### config.mk
export PLATFORM = sky130hd
export DESIGN_NAME = tof_measurement_sequencer
export DESIGN_NICKNAME = d
export VERILOG_FILES = /design/src/rtl/tof_seq_pkg.sv /design/src/rtl/tof_measurement_sequencer.sv
export SDC_FILE = /design/constraint.sdc
export NUM_CORES = 1
export LEC_CHECK = 0
export ABC_AREA = 1
export ABC_CLOCK_PERIOD_IN_PS = 5300
export CAP_MARGIN = 20
export CORE_AREA = 2 2 93 95
export CTS_CLUSTER_SIZE = 28
export DETAILED_ROUTE_END_ITERATION = 8
export DIE_AREA = 0 0 95 97
export DONT_BUFFER_PORTS = 1
export GPL_ROUTABILITY_DRIVEN = 0
export PLACE_DENSITY = 0.85
export SYNTH_ARGS = -nofsm -noshare
export SYNTH_HDL_FRONTEND = slang
export SYNTH_SLANG_ARGS = --single-unit
### constraint.sdc
create_clock -name clk_in -period 5.3 [get_ports clk_in]
set_input_delay 0.265 -clock clk_in [delete_from_list [all_inputs] [get_ports clk_in]]
set_output_delay 0.265 -clock clk_in [all_outputs]
set_load 0.03 [all_outputs]
### src/rtl/tof_seq_pkg.sv
// Constants, types and the configuration carrier for the time-of-flight sequencer.
package tof_seq_pkg;
  // Selection threshold for listen_delay_count; below it the short sequence runs.
  localparam logic [9:0]  SHORT_THRESHOLD  = 10'h01E;
  // START pulse never exceeds this many T1 periods.
  localparam logic [2:0]  START_MAX_T1     = 3'h3;
  // Common-mode settling window in T0 periods.
  localparam logic [15:0] CM_SETTLE_T0     = 16'h0080;
  // Trigger alignment: T0 periods, then T1 boundaries (gives 2 to 3 whole T1).
  localparam logic [15:0] ALIGN_T0         = 16'h0003;
  localparam logic [4:0]  ALIGN_T1         = 5'h03;
  // Base lengths in T0 periods, each doubled per step of its select field.
  localparam logic [15:0] AUTOZERO_BASE_T0 = 16'h0040;
  localparam logic [15:0] BLANK_BASE_T0    = 16'h0008;
  localparam logic [15:0] LISTEN_BASE_T0   = 16'h0080;
  // One step of listen_delay_count is this many T0 periods (as a shift).
  localparam int          DELAY_UNIT_SHIFT = 3;
  // Measurement mode that averages and returns to READY.
  localparam logic [1:0]  MODE_AVG         = 2'h2;
  // Error register bits: write side and flag side.
  localparam int          CLR_FLAGS_BIT    = 0;
  localparam int          CLR_STATE_BIT    = 1;
  localparam int          FLAG_WEAK_BIT    = 0;
  localparam int          FLAG_NOSIG_BIT   = 1;
  localparam logic [1:0]  FLAGS_RESET      = 2'h0;

  // Sequencer states.
  typedef enum logic [3:0] {
    SLEEP, READY, CM_SETTLE, AUTOZERO, ALIGN_SLOW, ALIGN_FAST,
    TX_BURST, MASK, POWER_WAIT, LISTEN
  } seq_state_t;

  // Configuration fields as software leaves them between measurements.
  typedef struct packed {
    logic [1:0] measure_mode;
    logic [4:0] pulse_count;
    logic [2:0] expected_stop_count;
    logic       force_short_sequence;
    logic       rx_power_gate_enable;
    logic       echo_wait_limit_disable;
    logic [1:0] listen_timeout_select;
    logic [1:0] short_blank_interval;
    logic [1:0] autozero_length;
    logic       ref_clock_divide;
    logic [2:0] tx_clock_divide;
    logic [2:0] average_exponent;
    logic       channel_pick;
    logic       auto_channel_swap;
    logic [1:0] result_high_register;
    logic [7:0] result_low_register;
  } seq_cfg_t;
endpackage
### src/rtl/tof_measurement_sequencer.sv
// Transmit and receive phase sequencer for one time-of-flight measurement.
`timescale 1ns/10ps
// Behaviour
// START lasts min(pulse count, 3) T1
// Short: receive on early, mux alternate
// Short: mask on alternate after burst
// Short when delay below 30 or forced
// Delay count is high 2, low 8
// Standard: receive on after burst only
// Auto-zero length from autozero_length
// Window from timeout select, plus delay
// Too few stops: flag, pin low, READY
// Blanking: receive chain off during delay
// Common-mode window is 128 T0
// Delay extends window only unblanked standard
// Wait limit disabled: no timeout exit
// Clear write, enable low leave receive
// Bit1 clears sequencer, bit0 clears flags
// Host keeps receive under 100 ms
// Mode 2 stays 2^exponent triggers per channel
// Auto swap channel after each run (code swaps only in mode 2, after each group of 2^exponent runs)
// Done: SLEEP modes 0/1, READY mode 2
// T0 and T1 divided from clock
// START 3 T0 plus 2-3 T1 after trigger
// Selection latched at trigger, unsigned compare
module tof_measurement_sequencer
  import tof_seq_pkg::*;
(
  input  wire logic       clk_in,
  input  wire logic       nrst_in,
  input  wire logic       enable_in,
  input  wire logic       trigger_in,
  input  wire logic       stop_in,
  input  wire seq_cfg_t   cfg_in,
  input  wire logic       err_wr_in,
  input  wire logic [1:0] err_wr_data_in,
  output logic            start_out,
  output logic            tx_burst_out,
  output logic            rx_enable_out,
  output logic            rx_power_out,
  output logic            mux_alt_out,
  output logic            autozero_out,
  output logic            cm_settle_out,
  output logic            listen_out,
  output logic            error_out_n,
  output logic [1:0]      err_flags_out,
  output logic [2:0]      stop_count_out,
  output logic            active_channel_out,
  output seq_state_t      state_out
);

  seq_state_t  state_reg,   state_next;   // Sequencer state.
  logic [15:0] cnt_reg,     cnt_next;     // Phase length in T0 periods.
  logic [4:0]  t1_idx_reg,  t1_idx_next;  // T1 periods done in the phase.
  logic [2:0]  stops_reg,   stops_next;   // Stop events seen while listening.
  logic [1:0]  flags_reg,   flags_next;   // Weak and no-signal flags.
  logic [7:0]  avg_reg,     avg_next;     // Triggers done on this channel.
  logic        swap_reg,    swap_next;    // Channel flipped from channel_pick.
  logic        short_reg,   short_next;   // Latched sequence choice.
  logic        blank_reg,   blank_next;   // Latched power blanking choice.
  logic [9:0]  delay_reg,   delay_next;   // Latched listen delay count.
  logic        t0_pre_reg;                // T0 prescaler.
  logic [7:0]  t1_pre_reg;                // T1 prescaler.
  logic        en_s1_reg, en_s2_reg;      // Enable synchroniser.
  logic        tr_s1_reg, tr_s2_reg, tr_s3_reg;  // Trigger synchroniser.
  logic        st_s1_reg, st_s2_reg, st_s3_reg;  // Stop synchroniser.
  logic        timeout, meas_done;        // One-cycle end events.

  // Pins are asynchronous; the first flop never feeds logic (enable uses the second, trigger and stop the second and third).
  always_ff @(posedge clk_in) begin
    if (!nrst_in) begin
      {en_s1_reg, en_s2_reg} <= 2'h0;
      {tr_s1_reg, tr_s2_reg, tr_s3_reg} <= 3'h0;
      {st_s1_reg, st_s2_reg, st_s3_reg} <= 3'h0;
    end else begin
      {en_s1_reg, en_s2_reg} <= {enable_in, en_s1_reg};
      {tr_s1_reg, tr_s2_reg, tr_s3_reg} <= {trigger_in, tr_s1_reg, tr_s2_reg};
      {st_s1_reg, st_s2_reg, st_s3_reg} <= {stop_in, st_s1_reg, st_s2_reg};
    end
  end

  wire trig_edge = tr_s2_reg & ~tr_s3_reg;  // Rising trigger edge.
  wire stop_edge = st_s2_reg & ~st_s3_reg;  // Rising stop edge.

  // T1 runs free so alignment follows the trigger phase; T0 restarts per phase.
  wire [7:0] t1_mask = 8'((9'h002 << cfg_in.tx_clock_divide) - 9'h001);
  wire       t0_tick = ~cfg_in.ref_clock_divide | t0_pre_reg;
  wire       t1_tick = &(t1_pre_reg | ~t1_mask);

  always_ff @(posedge clk_in) begin
    if (!nrst_in) begin
      t0_pre_reg <= 1'h0;
      t1_pre_reg <= 8'h00;
    end else begin
      t0_pre_reg <= cfg_in.ref_clock_divide & ~t0_pre_reg & (state_next == state_reg);
      t1_pre_reg <= t1_pre_reg + 8'h01;
    end
  end

  // Selection is decided fresh at every trigger.
  wire [9:0] listen_delay = {cfg_in.result_high_register,
                             cfg_in.result_low_register};
  wire pick_short = (listen_delay < SHORT_THRESHOLD)
                  | cfg_in.force_short_sequence;

  // Phase lengths; the delay term only serves the standard sequence.
  wire [15:0] az_len    = AUTOZERO_BASE_T0 << cfg_in.autozero_length;
  wire [15:0] blank_len = BLANK_BASE_T0 << cfg_in.short_blank_interval;
  wire [15:0] delay_len = {6'h00, delay_reg} << DELAY_UNIT_SHIFT;
  wire [15:0] listen_len = (LISTEN_BASE_T0 << cfg_in.listen_timeout_select)
                         + ((!short_reg && !blank_reg) ? delay_len : 16'h0000);

  wire phase_end = t0_tick && (cnt_reg <= 16'h0001);
  wire [15:0] cnt_dec = (t0_tick && cnt_reg != 16'h0000) ? cnt_reg - 16'h0001 : cnt_reg;
  wire stops_hit = stops_reg >= cfg_in.expected_stop_count;
  wire clr_state = err_wr_in & err_wr_data_in[CLR_STATE_BIT];
  wire clr_flags = err_wr_in & err_wr_data_in[CLR_FLAGS_BIT];
  wire active    = (state_reg != SLEEP) && (state_reg != READY);
  wire abort     = !en_s2_reg || clr_state;
  wire mode_avg  = cfg_in.measure_mode == MODE_AVG;
  seq_state_t done_state;
  assign done_state = mode_avg ? READY : SLEEP;
  wire [2:0] start_len = (cfg_in.pulse_count < 5'(START_MAX_T1)) ?
                         cfg_in.pulse_count[2:0] : START_MAX_T1;

  // Sequence order. Short: settle, auto-zero, align, burst, mask, listen.
  // Standard: align, burst, optional powered-down wait, settle, auto-zero,
  // listen. In the short case the START delay is counted from auto-zero end,
  // because the receive path must be settled before the burst.
  always_comb begin
    state_next  = state_reg;
    cnt_next    = cnt_dec;
    t1_idx_next = t1_idx_reg;
    short_next  = short_reg;
    blank_next  = blank_reg;
    delay_next  = delay_reg;
    timeout     = 1'b0;
    meas_done   = 1'b0;
    case (state_reg)
      SLEEP: begin
        if (en_s2_reg) begin
          state_next = READY;
        end
      end
      READY: begin
        if (trig_edge && en_s2_reg) begin
          short_next = pick_short;
          blank_next = cfg_in.rx_power_gate_enable & ~pick_short;
          delay_next = listen_delay;
          if (pick_short) begin
            state_next = CM_SETTLE;
            cnt_next   = CM_SETTLE_T0;
          end else begin
            state_next = ALIGN_SLOW;
            cnt_next   = ALIGN_T0;
          end
        end
      end
      CM_SETTLE: begin
        if (phase_end) begin
          state_next = AUTOZERO;
          cnt_next   = az_len;
        end
      end
      AUTOZERO: begin
        if (phase_end) begin
          state_next = short_reg ? ALIGN_SLOW : LISTEN;
          cnt_next   = short_reg ? ALIGN_T0 : listen_len;
        end
      end
      ALIGN_SLOW: begin
        if (phase_end) begin
          state_next  = ALIGN_FAST;
          t1_idx_next = 5'h00;
        end
      end
      ALIGN_FAST: begin
        // The first T1 boundary is partial, which gives 2 to 3 whole T1.
        if (t1_tick) begin
          t1_idx_next = t1_idx_reg + 5'h01;
          if (t1_idx_reg == ALIGN_T1 - 5'h01) begin
            state_next  = TX_BURST;
            t1_idx_next = 5'h00;
          end
        end
      end
      TX_BURST: begin
        if (t1_tick) begin
          t1_idx_next = t1_idx_reg + 5'h01;
          if (t1_idx_reg + 5'h01 >= cfg_in.pulse_count) begin
            if (short_reg) begin
              state_next = MASK;
              cnt_next   = blank_len;
            end else if (blank_reg) begin
              state_next = POWER_WAIT;
              cnt_next   = delay_len;
            end else begin
              state_next = CM_SETTLE;
              cnt_next   = CM_SETTLE_T0;
            end
          end
        end
      end
      MASK: begin
        if (phase_end) begin
          state_next = LISTEN;
          cnt_next   = listen_len;
        end
      end
      POWER_WAIT: begin
        if (phase_end) begin
          state_next = CM_SETTLE;
          cnt_next   = CM_SETTLE_T0;
        end
      end
      LISTEN: begin
        if (stops_hit) begin
          state_next = done_state;
          meas_done  = 1'b1;
        end else if (phase_end && !cfg_in.echo_wait_limit_disable) begin
          state_next = READY;
          timeout    = 1'b1;
        end
      end
      default: begin
        state_next = SLEEP;
      end
    endcase
    // Forced exit wins over every phase, including an endless listen.
    if (active && abort) begin
      state_next = en_s2_reg ? READY : SLEEP;
      timeout    = 1'b0;
      meas_done  = 1'b0;
    end else if (state_reg == READY && !en_s2_reg) begin
      state_next = SLEEP;
    end
  end

  // Stop counting saturates; it restarts with every trigger edge seen in READY.
  assign stops_next = (state_reg == READY && trig_edge) ? 3'h0 :
                      (state_reg == LISTEN && stop_edge && stops_reg != 3'h7) ?
                      stops_reg + 3'h1 : stops_reg;

  // A flag raised in the cycle of a clear survives the clear.
  wire [1:0] flag_set = {timeout && stops_reg == 3'h0, timeout && stops_reg != 3'h0};
  assign flags_next = (flags_reg & ~{2{clr_flags}}) | flag_set;

  // Averaging: each finished trigger cycle counts in mode 2.
  wire [7:0] avg_top = 8'((9'h001 << cfg_in.average_exponent) - 9'h001);
  wire       meas_end = (meas_done || timeout) && mode_avg;
  always_comb begin
    avg_next  = avg_reg;
    swap_next = swap_reg;
    if (clr_state) begin
      avg_next  = 8'h00;
      swap_next = 1'b0;
    end else if (meas_end) begin
      if (avg_reg >= avg_top) begin
        avg_next  = 8'h00;
        swap_next = swap_reg ^ cfg_in.auto_channel_swap;
      end else begin
        avg_next = avg_reg + 8'h01;
      end
    end
  end

  // State and bookkeeping registers.
  always_ff @(posedge clk_in) begin
    if (!nrst_in) begin
      state_reg  <= SLEEP;
      cnt_reg    <= 16'h0000;
      t1_idx_reg <= 5'h00;
      stops_reg  <= 3'h0;
      flags_reg  <= FLAGS_RESET;
      avg_reg    <= 8'h00;
      swap_reg   <= 1'b0;
      short_reg  <= 1'b1;  // Short sequence is the power-on choice.
      blank_reg  <= 1'b0;
      delay_reg  <= 10'h000;
    end else begin
      state_reg  <= state_next;
      cnt_reg    <= cnt_next;
      t1_idx_reg <= t1_idx_next;
      stops_reg  <= stops_next;
      flags_reg  <= flags_next;
      avg_reg    <= avg_next;
      swap_reg   <= swap_next;
      short_reg  <= short_next;
      blank_reg  <= blank_next;
      delay_reg  <= delay_next;
    end
  end

  // Output decode from registers; start_out and active_channel_out also use cfg_in.
  wire early_rx = (state_reg == ALIGN_SLOW) || (state_reg == ALIGN_FAST) ||
                  (state_reg == TX_BURST) || (state_reg == MASK);
  wire late_rx  = (state_reg == CM_SETTLE) || (state_reg == AUTOZERO) ||
                  (state_reg == LISTEN);
  assign rx_enable_out = late_rx || (short_reg && early_rx);
  assign rx_power_out  = active && (state_reg != POWER_WAIT);
  assign mux_alt_out   = short_reg ? (active && state_reg != LISTEN)
                                   : (state_reg == TX_BURST);
  assign start_out     = (state_reg == TX_BURST) &&
                         (t1_idx_reg < {2'h0, start_len});
  assign tx_burst_out  = state_reg == TX_BURST;
  assign autozero_out  = state_reg == AUTOZERO;
  assign cm_settle_out = state_reg == CM_SETTLE;
  assign listen_out    = state_reg == LISTEN;
  assign error_out_n   = ~|flags_reg;
  assign err_flags_out = flags_reg;
  assign stop_count_out = stops_reg;
  assign active_channel_out = cfg_in.channel_pick ^ swap_reg;
  assign state_out     = state_reg;
endmodule

==> run summary, run 1 <==
• result of the run: finished, final reports clean
• distinct cell type count of the synthesized netlist: 50
• flip-flop and latch count after synthesis: 68
• Worst Path Max Fanout: 13
• pre-CTS setup slack: 2410 ps
• Layout area overhead: 6.86%
• static leakage: 2.41 nW
• Primary FF master, synth: dfxtp_1
• max_cap viols: 0
• xor-xnor portion of the synthesized cell area: 3.68%
• largest voltage drop on the vdd net: 158 µV
• post-CTS setup buffer count: 0
• number of clock sinks: 68
• final number of max-transition violations: 0
• cell count after synthesis: 722
• worst setup path startpoint: t1_idx_reg[1]$_SDFFE_PN0P_
• register-to-register setup slack: 2340 ps
• share of flip-flops with an asynchronous set or reset: 0%
• multiplexer share of the synthesized area: 0%
• clock-pin slew of the registers on the worst-case setup and hold paths: 70 ps
• first-pass GRT wire length: 18.9 mm
• required time at the endpoint of the critical path: 5560 ps
• startpoint of the most critical register-to-register path: t1_idx_reg[1]$_SDFFE_PN0P_
• worst reg2reg path endpoint: cnt_reg[5]$_SDFF_PN0_
• Initial DRT Pass Iterations: 5
• hold violation count in the final report: 0
• routing usage on met3: 8.88%
• routed via count: 4,710
• total setup violations reported at the end of the flow: 0
• post-route setup slack: 2340 ps
• GR met1 Demand/Resource: 29.2%
• Total Nets Final: 808
• routing usage on met2: 43.0%
• number of antenna violations at the first check in global routing: 0
• area share of fa/ha/maj cells after synthesis: 8.84%
• Setup crit end kind: register
• Slew @ Worst Pin: 1140 ps
• Power Dens Cells: 306 mW/mm²
• DRT antenna net count: 0
• maximum level of the CTS H-tree: 3
• top achievable clock speed: 338 MHz
• relative slew slack: 23.1%
• number of global-route vias before repair: 4,343
• die outline area: 0.00922 mm²
• width of the die: 95 µm
• FF-to-FF path depth: 15
• shortest period the worst path allows: 2960 ps
• Min-Delay Path Depth: 1
• total negative slack: 0 ps
• final worst-path cycle share: 55.9%
• clock latency at the later pin of the worst-skew pair: 360 ps
• number of design rule violations left after detail routing: 0
• ratio of routed vias to standard cells: 5.62
• EDFF count, synth: 0
• sequential-to-total area share from yosys stat: 28.6%
• dominant combinational cell family by area after synthesis: simple AND/OR/NAND/NOR gates
• antenna diode count: 0
• Synth Area in Compound Gates: 14.6%
• CTS tree: yes
• number of placement rows: 33
• total gr overflow: 0
• skew final: 12.4 ps
• final wirelength: 11.6 mm
• die outline height: 97 µm
• average cell area after synthesis: 6.59 µm²
• DP Wirelength: 8.99 mm
• CP Data Arrival Time: 3220 ps
• Core Box Area: 0.00813 mm²
• destination of the critical timing path: cnt_reg[5]$_SDFF_PN0_
• Port-buffer cells: 0
• min-delay worst type: primary input to register
• gr busiest metal: met2
• count of yosys warnings during synthesis: 0
• CTS Root Buffer Type: clkbuf_8
• launching element type of the critical path: register
• total clock buffers created by CTS: 9
• flip-flop count of the largest register after layout: 16
• Overall Global Routing Usage: 25.5%
• RSZ-0062 raised after global routing: no
• pin count of the biggest net entering global routing: 31
• netlist area before placement: 0.00476 mm²
• classification of the worst setup path: register to register
• final routed wire length divided by cell count: 13.8 µm
• DR iter-0 viols: 356
• CTS max path bufs: 2
• I/O pins: 65
• initial core utilization: 58.5%
• fraction of final layout cells with drive strength greater than 1: 8.19%
• post-synthesis share of cell area spent on and, or, nand and nor gates: 33.6%
==> area by class of cell <==
class / instances / area [µm²]
inverters: 119 / 449
flip-flops and latches: 68 / 1360
repair buffers: 5 / 50.0
multi-input cells: 526 / 2900
clock inverters: 4 / 50.0
well taps: 105 / 131
fillers: 719 / 3050
clock buffers: 11 / 141
==> power by group <==
group	leakage [nW]	switching, W	total [W]	internal, W
registers	0.552	0.0000503	0.000612	0.000562
logic	1.76	0.000323	0.000514	0.000192
clock network	0.0914	0.000201	0.000428	0.000227
==> critical path, stage by stage (launching register included) <==
cell and delay, ps:
dfxtp_1 410, ha_1 210, nand3_1 100, xor2_1 170, ha_1 300, nand2_1 90, nor2_1 130, o21ai_0 100
nand3_1 130, nand3_1 220, a21oi_1 260, nand2_1 100, nand2_1 370, a21oi_1 80, a21oi_1 160, inv_1 50
==> cells in the mapped netlist (2+ instances only) <==
library cell	count	area share (%)
a211oi_1	6	0.95
a21o_1	2	0.32
a21oi_1	46	4.8
a22oi_1	5	0.79
buf_6	2	0.47
clkbuf_1	7	0.55
dfxtp_1	68	29
ha_1	32	8.4
inv_1	112	8.8
inv_2	5	0.39
nand2_1	148	12
nand2_2	5	0.66
nand2_4	3	0.71
nand3_1	36	3.8
nand3_2	3	0.63
nand4_1	8	1.1
nor2_1	96	7.6
nor2_2	12	1.6
nor2_4	7	1.7
nor3_1	17	1.8
nor3_2	3	0.63
nor4_1	4	0.53
o211ai_1	4	0.63
o21ai_0	35	3.7
o21ai_1	9	0.95
o22ai_1	4	0.53
or2_2	2	0.26
xnor2_1	7	1.3
xor2_1	13	2.4
==> per-stage QoR <==
stage	hold slack, ps	total power [W]	util, %	std cells	cell area (µm²)
after detailed placement	366	0.00113	59.5	818	4840
after floorplan	363	0.00105	-	723	4760
after global routing	21.6	0.00166	62.5	838	5080
after global placement	370	0.00111	59.5	818	4840
after CTS	0.120	0.00155	62.4	837	5070
final	18.3	0.00155	62.5	838	5080
==> layer usage <==
metal / vias to the layer above / share of wire [%]
met5: - / 0
met4: 0 / 3.2
met3: 32 / 9.7
met2: 193 / 47
met1: 2140 / 40
li1: 2345 / -
==> worst min-delay path by stage <==
stage / startpoint / endpoint / slack, ps
global route: nrst_in / tr_s3_reg$_SDFF_PN0_ / 20
detailed placement: trigger_in / tr_s1_reg$_SDFF_PN0_ / 370
CTS: nrst_in / st_s3_reg$_SDFF_PN0_ / 0.1
finish: nrst_in / short_reg$_SDFFE_PN1P_ / 20
floorplan: enable_in / en_s1_reg$_SDFF_PN0_ / 360
global placement: nrst_in / t1_pre_reg[1]$_SDFF_PN0_ / 370
==> cells by family (layout without fill, tap and decap cells) <==
group	count (synthesis)	after routing
compound gates	121	121
buf+inv	129	139
flops	68	68
xor+xnor	20	20
fa+ha+maj	33	33
other cells	1	2
simple gates	350	350
==> layout by cell type (no fill, tap or decap), types with 2 or more instances in the layout <==
cell           netlist  final
nand2_1            148    148
inv_1              112    112
nor2_1              96     96
dfxtp_1             68     68
a21oi_1             46     46
nand3_1             36     36
o21ai_0             35     35
ha_1                32     32
nor3_1              17     17
xor2_1              13     13
nor2_2              12     12
clkbuf_8             0     10
o21ai_1              9      9
nand4_1              8      8
nor2_4               7      7
xnor2_1              7      7
a211oi_1             6      6
inv_2                5      5
nand2_2              5      5
a22oi_1              5      5
dlygate4sd3_1        0      5
o211ai_1             4      4
o22ai_1              4      4
nor4_1               4      4
nand2_4              3      3
nand3_2              3      3
nor3_2               3      3
a21o_1               2      2
or2_2                2      2
conb_1               1      2
clkinvlp_4           0      2
==> what timing repair did <==
| action | in CTS | in global routing |
|---|---|---|
| hold buffers | 4 | 1 |
| endpoints found under the hold margin | 5 | 1 |
| gates resized for setup | 0 | 0 |
Note: power is estimated with default switching activity, not from simulation.
==> run 2: changes to the inputs <==
ABC_AREA = 0   (was 1)
ABC_CLOCK_PERIOD_IN_PS = 2700   (was 5300)
CORE_AREA = 2 2 91 93   (was 2 2 93 95)
DIE_AREA = 0 0 93 95   (was 0 0 95 97)
PLACE_DENSITY = 0.86   (was 0.85)
clock period = 2.7 ns   (was 5.3 ns; I/O delays follow)
==> run 2 against run 1 <==
Compared with the run above: sequential cell count unchanged; sequential share of layout area is 0.25 points lower; clock-buffer cell count unchanged; cell area rose by 0.94%; total power rose by 95%; largest cell class unchanged; largest power group unchanged.
==> run summary, run 2 <==
• post-layout instance area: 0.00513 mm²
• flip-flop count of the largest register after layout: 16
• clock-pin slew of the registers on the worst-case setup and hold paths: 80 ps
• launching element type of the critical path: register
• max_cap viols: 0
• number of clock sinks: 68
• top achievable clock speed: 382 MHz
• static leakage: 2.11 nW
• sequential-to-total area share from yosys stat: 30.5%
• Setup crit end kind: register
• Worst Path Max Fanout: 4
• most used standard cells in the synthesized netlist: dfxtp_1 (68), nand2_1 (63), nor2_1 (49), ha_1 (32)
• Initial DRT Pass Iterations: 5
• number of design rule violations left after detail routing: 0
• total instance count after detailed placement: 673
• highest-count cells in the layout ignoring fill and taps: dfxtp_1 (68), nand2_1 (63), nor2_1 (48)
• final core utilization: 64.7%
• antenna diode count: 0
• number of antenna violations at the first check in global routing: 0
• total setup violations reported at the end of the flow: 0
• CTS max path bufs: 2
• die outline height: 95 µm
• required time at the endpoint of the critical path: 2990 ps
• commonest non-fill, non-tap cell in the layout: dfxtp_1
• count of yosys warnings during synthesis: 0
• maximum level of the CTS H-tree: 3
• DP Wirelength: 8.42 mm
• total gr overflow: 0
• final wirelength: 11.8 mm
• final routed wire length divided by cell count: 16.8 µm
• final worst-path cycle share: 97.1%
• CP Data Arrival Time: 2910 ps
• cell types with the largest area share after synthesis: dfxtp_1 (30%), ha_1 (9.0%), nand2_1 (5.3%), nor2_1 (4.1%), xnor2_1 (3.5%)
• ratio of routed vias to standard cells: 6.20
• share of flip-flops with an asynchronous set or reset: 0%
• classification of the worst setup path: register to register
• fraction of final layout cells with drive strength greater than 1: 10.7%
• cell count after synthesis: 560
• DRT antenna net count: 0
• hold violation count in the final report: 0
• Overall Global Routing Usage: 27.6%
• number of global-route vias before repair: 4,295
• result of the run: finished, final reports clean
• min-delay worst type: primary input to register
• count of non-filler cells in the finished layout: 704
• wl on met1: 4.54 mm
• DR iter-0 viols: 455
• EDFF count, synth: 0
• top cell type's share of synthesized area: 30.5%
• CTS Root Buffer Type: clkbuf_8
• CTS tree: yes
• area after detailed placement: 0.00473 mm²
• shortest period the worst path allows: 2620 ps
• final number of max-transition violations: 0
• Power Dens Cells: 591 mW/mm²
• most common cell in the netlist: dfxtp_1
• routed via count: 4,365
• first-pass GRT wire length: 19.5 mm
• netlist area before placement: 0.00447 mm²
• flip-flop and latch count after synthesis: 68
• initial core utilization: 56.3%
• pin count of the biggest net entering global routing: 44
• relative slew slack: 58.8%
• total clock buffers created by CTS: 9
• topmost layer with routed signal wires: met4
• library cell occupying the most area in the post-synthesis netlist: dfxtp_1
• I/O pins: 65
• distinct cell type count of the synthesized netlist: 63
• Slew @ Worst Pin: 616 ps
• RSZ-0062 raised after global routing: no
• clock latency at the later pin of the worst-skew pair: 350 ps
• Primary FF master, synth: dfxtp_1
• Layout area overhead: 14.9%
• Core Box Area: 0.00793 mm²
• total length of routed met3 wires: 876 µm
• Total Nets Final: 674
• number of placement rows: 33
• Port-buffer cells: 0
• met2 wire length: 6.00 mm
• width of the die: 93 µm
• largest voltage drop on the vdd net: 429 µV
• die outline area: 0.00884 mm²
• average cell area after synthesis: 7.98 µm²
• skew final: 10.7 ps
[run 2: final timing paths]
check             depth (start not counted)                          end                   from  slack, ps
setup / recovery                          8        t0_pre_reg$_SDFF_PN0_  cnt_reg[4]$_SDFF_PN0_         80
hold / removal                            3  err_flags_out[1]$_SDFF_PN0_              err_wr_in          1
setup reg to reg                          8        t0_pre_reg$_SDFF_PN0_  cnt_reg[4]$_SDFF_PN0_         80
hold reg to reg                           1         tr_s2_reg$_SDFF_PN0_   tr_s1_reg$_SDFF_PN0_        440
[run 2: per-layer routing]
metal	vias to the layer above	GRT usage [%]
li1	2056	-
met1	2044	31.8
met2	222	49.4
met3	43	5.11
met4	0	13.4
met5	-	0
[run 2: final cells by class]
class | count | area [µm²]
Clock buffer | 11 | 151
Clock inverter | 4 | 25.0
Fill cell | 657 | 2800
Inverter | 22 | 82.6
Multi-Input combinational cell | 452 | 3010
Sequential cell | 68 | 1360
Tap cell | 105 | 131
Timing Repair Buffer | 42 | 365
[run 2: timing repair]
action | in CTS | in global routing
hold buffers | 16 | 0
pin swaps | 0 | 2
buffers inserted | 0 | 0
setup endpoints to repair | 1 | 19
endpoints found under the hold margin | 45 | 0
resized for setup | 1 | 14
[run 2: critical path, cell delays in order, from the launching register on]
cell       delay (ps)
dfxtp_1           340
or4_4             580
nor4_4            250
nand3_2           200
mux2i_1           170
a211oi_2          330
nor3_1            100
a2111oi_1         350
and4_1            240
[run 2: cells by family after synthesis]
| family | after synthesis | synth area share (%) |
|---|---|---|
| AOI/OAI and AO/OA | 124 | 18.7 |
| xor gates and xnor gates | 34 | 6.67 |
| adders and majority gates | 34 | 9.64 |
| buffers and inverters | 41 | 3.53 |
| DFF | 68 | 30.5 |
| muxes | 9 | 2.02 |
| other | 1 | 0.0840 |
| and+or+nand+nor | 249 | 28.9 |
[run 2: power breakdown]
part	switching [W]	leakage, nW	internal, W
sequential	0.000106	0.552	0.00111
clock	0.000395	0.0872	0.000375
combinational	0.000573	1.47	0.000476
[run 2: metrics by stage]
stage	TNS (ps)	hold WS (ps)	worst slack (ps)	total power, W
floorplan	0	262	164	0.00195
global placement	0	232	125	0.00214
detailed placement	-20.2	230	-20.2	0.00220
CTS	0	6.12	0.858	0.00299
global route	0	28.6	10.9	0.00318
finish	0	1.23	79.4	0.00303
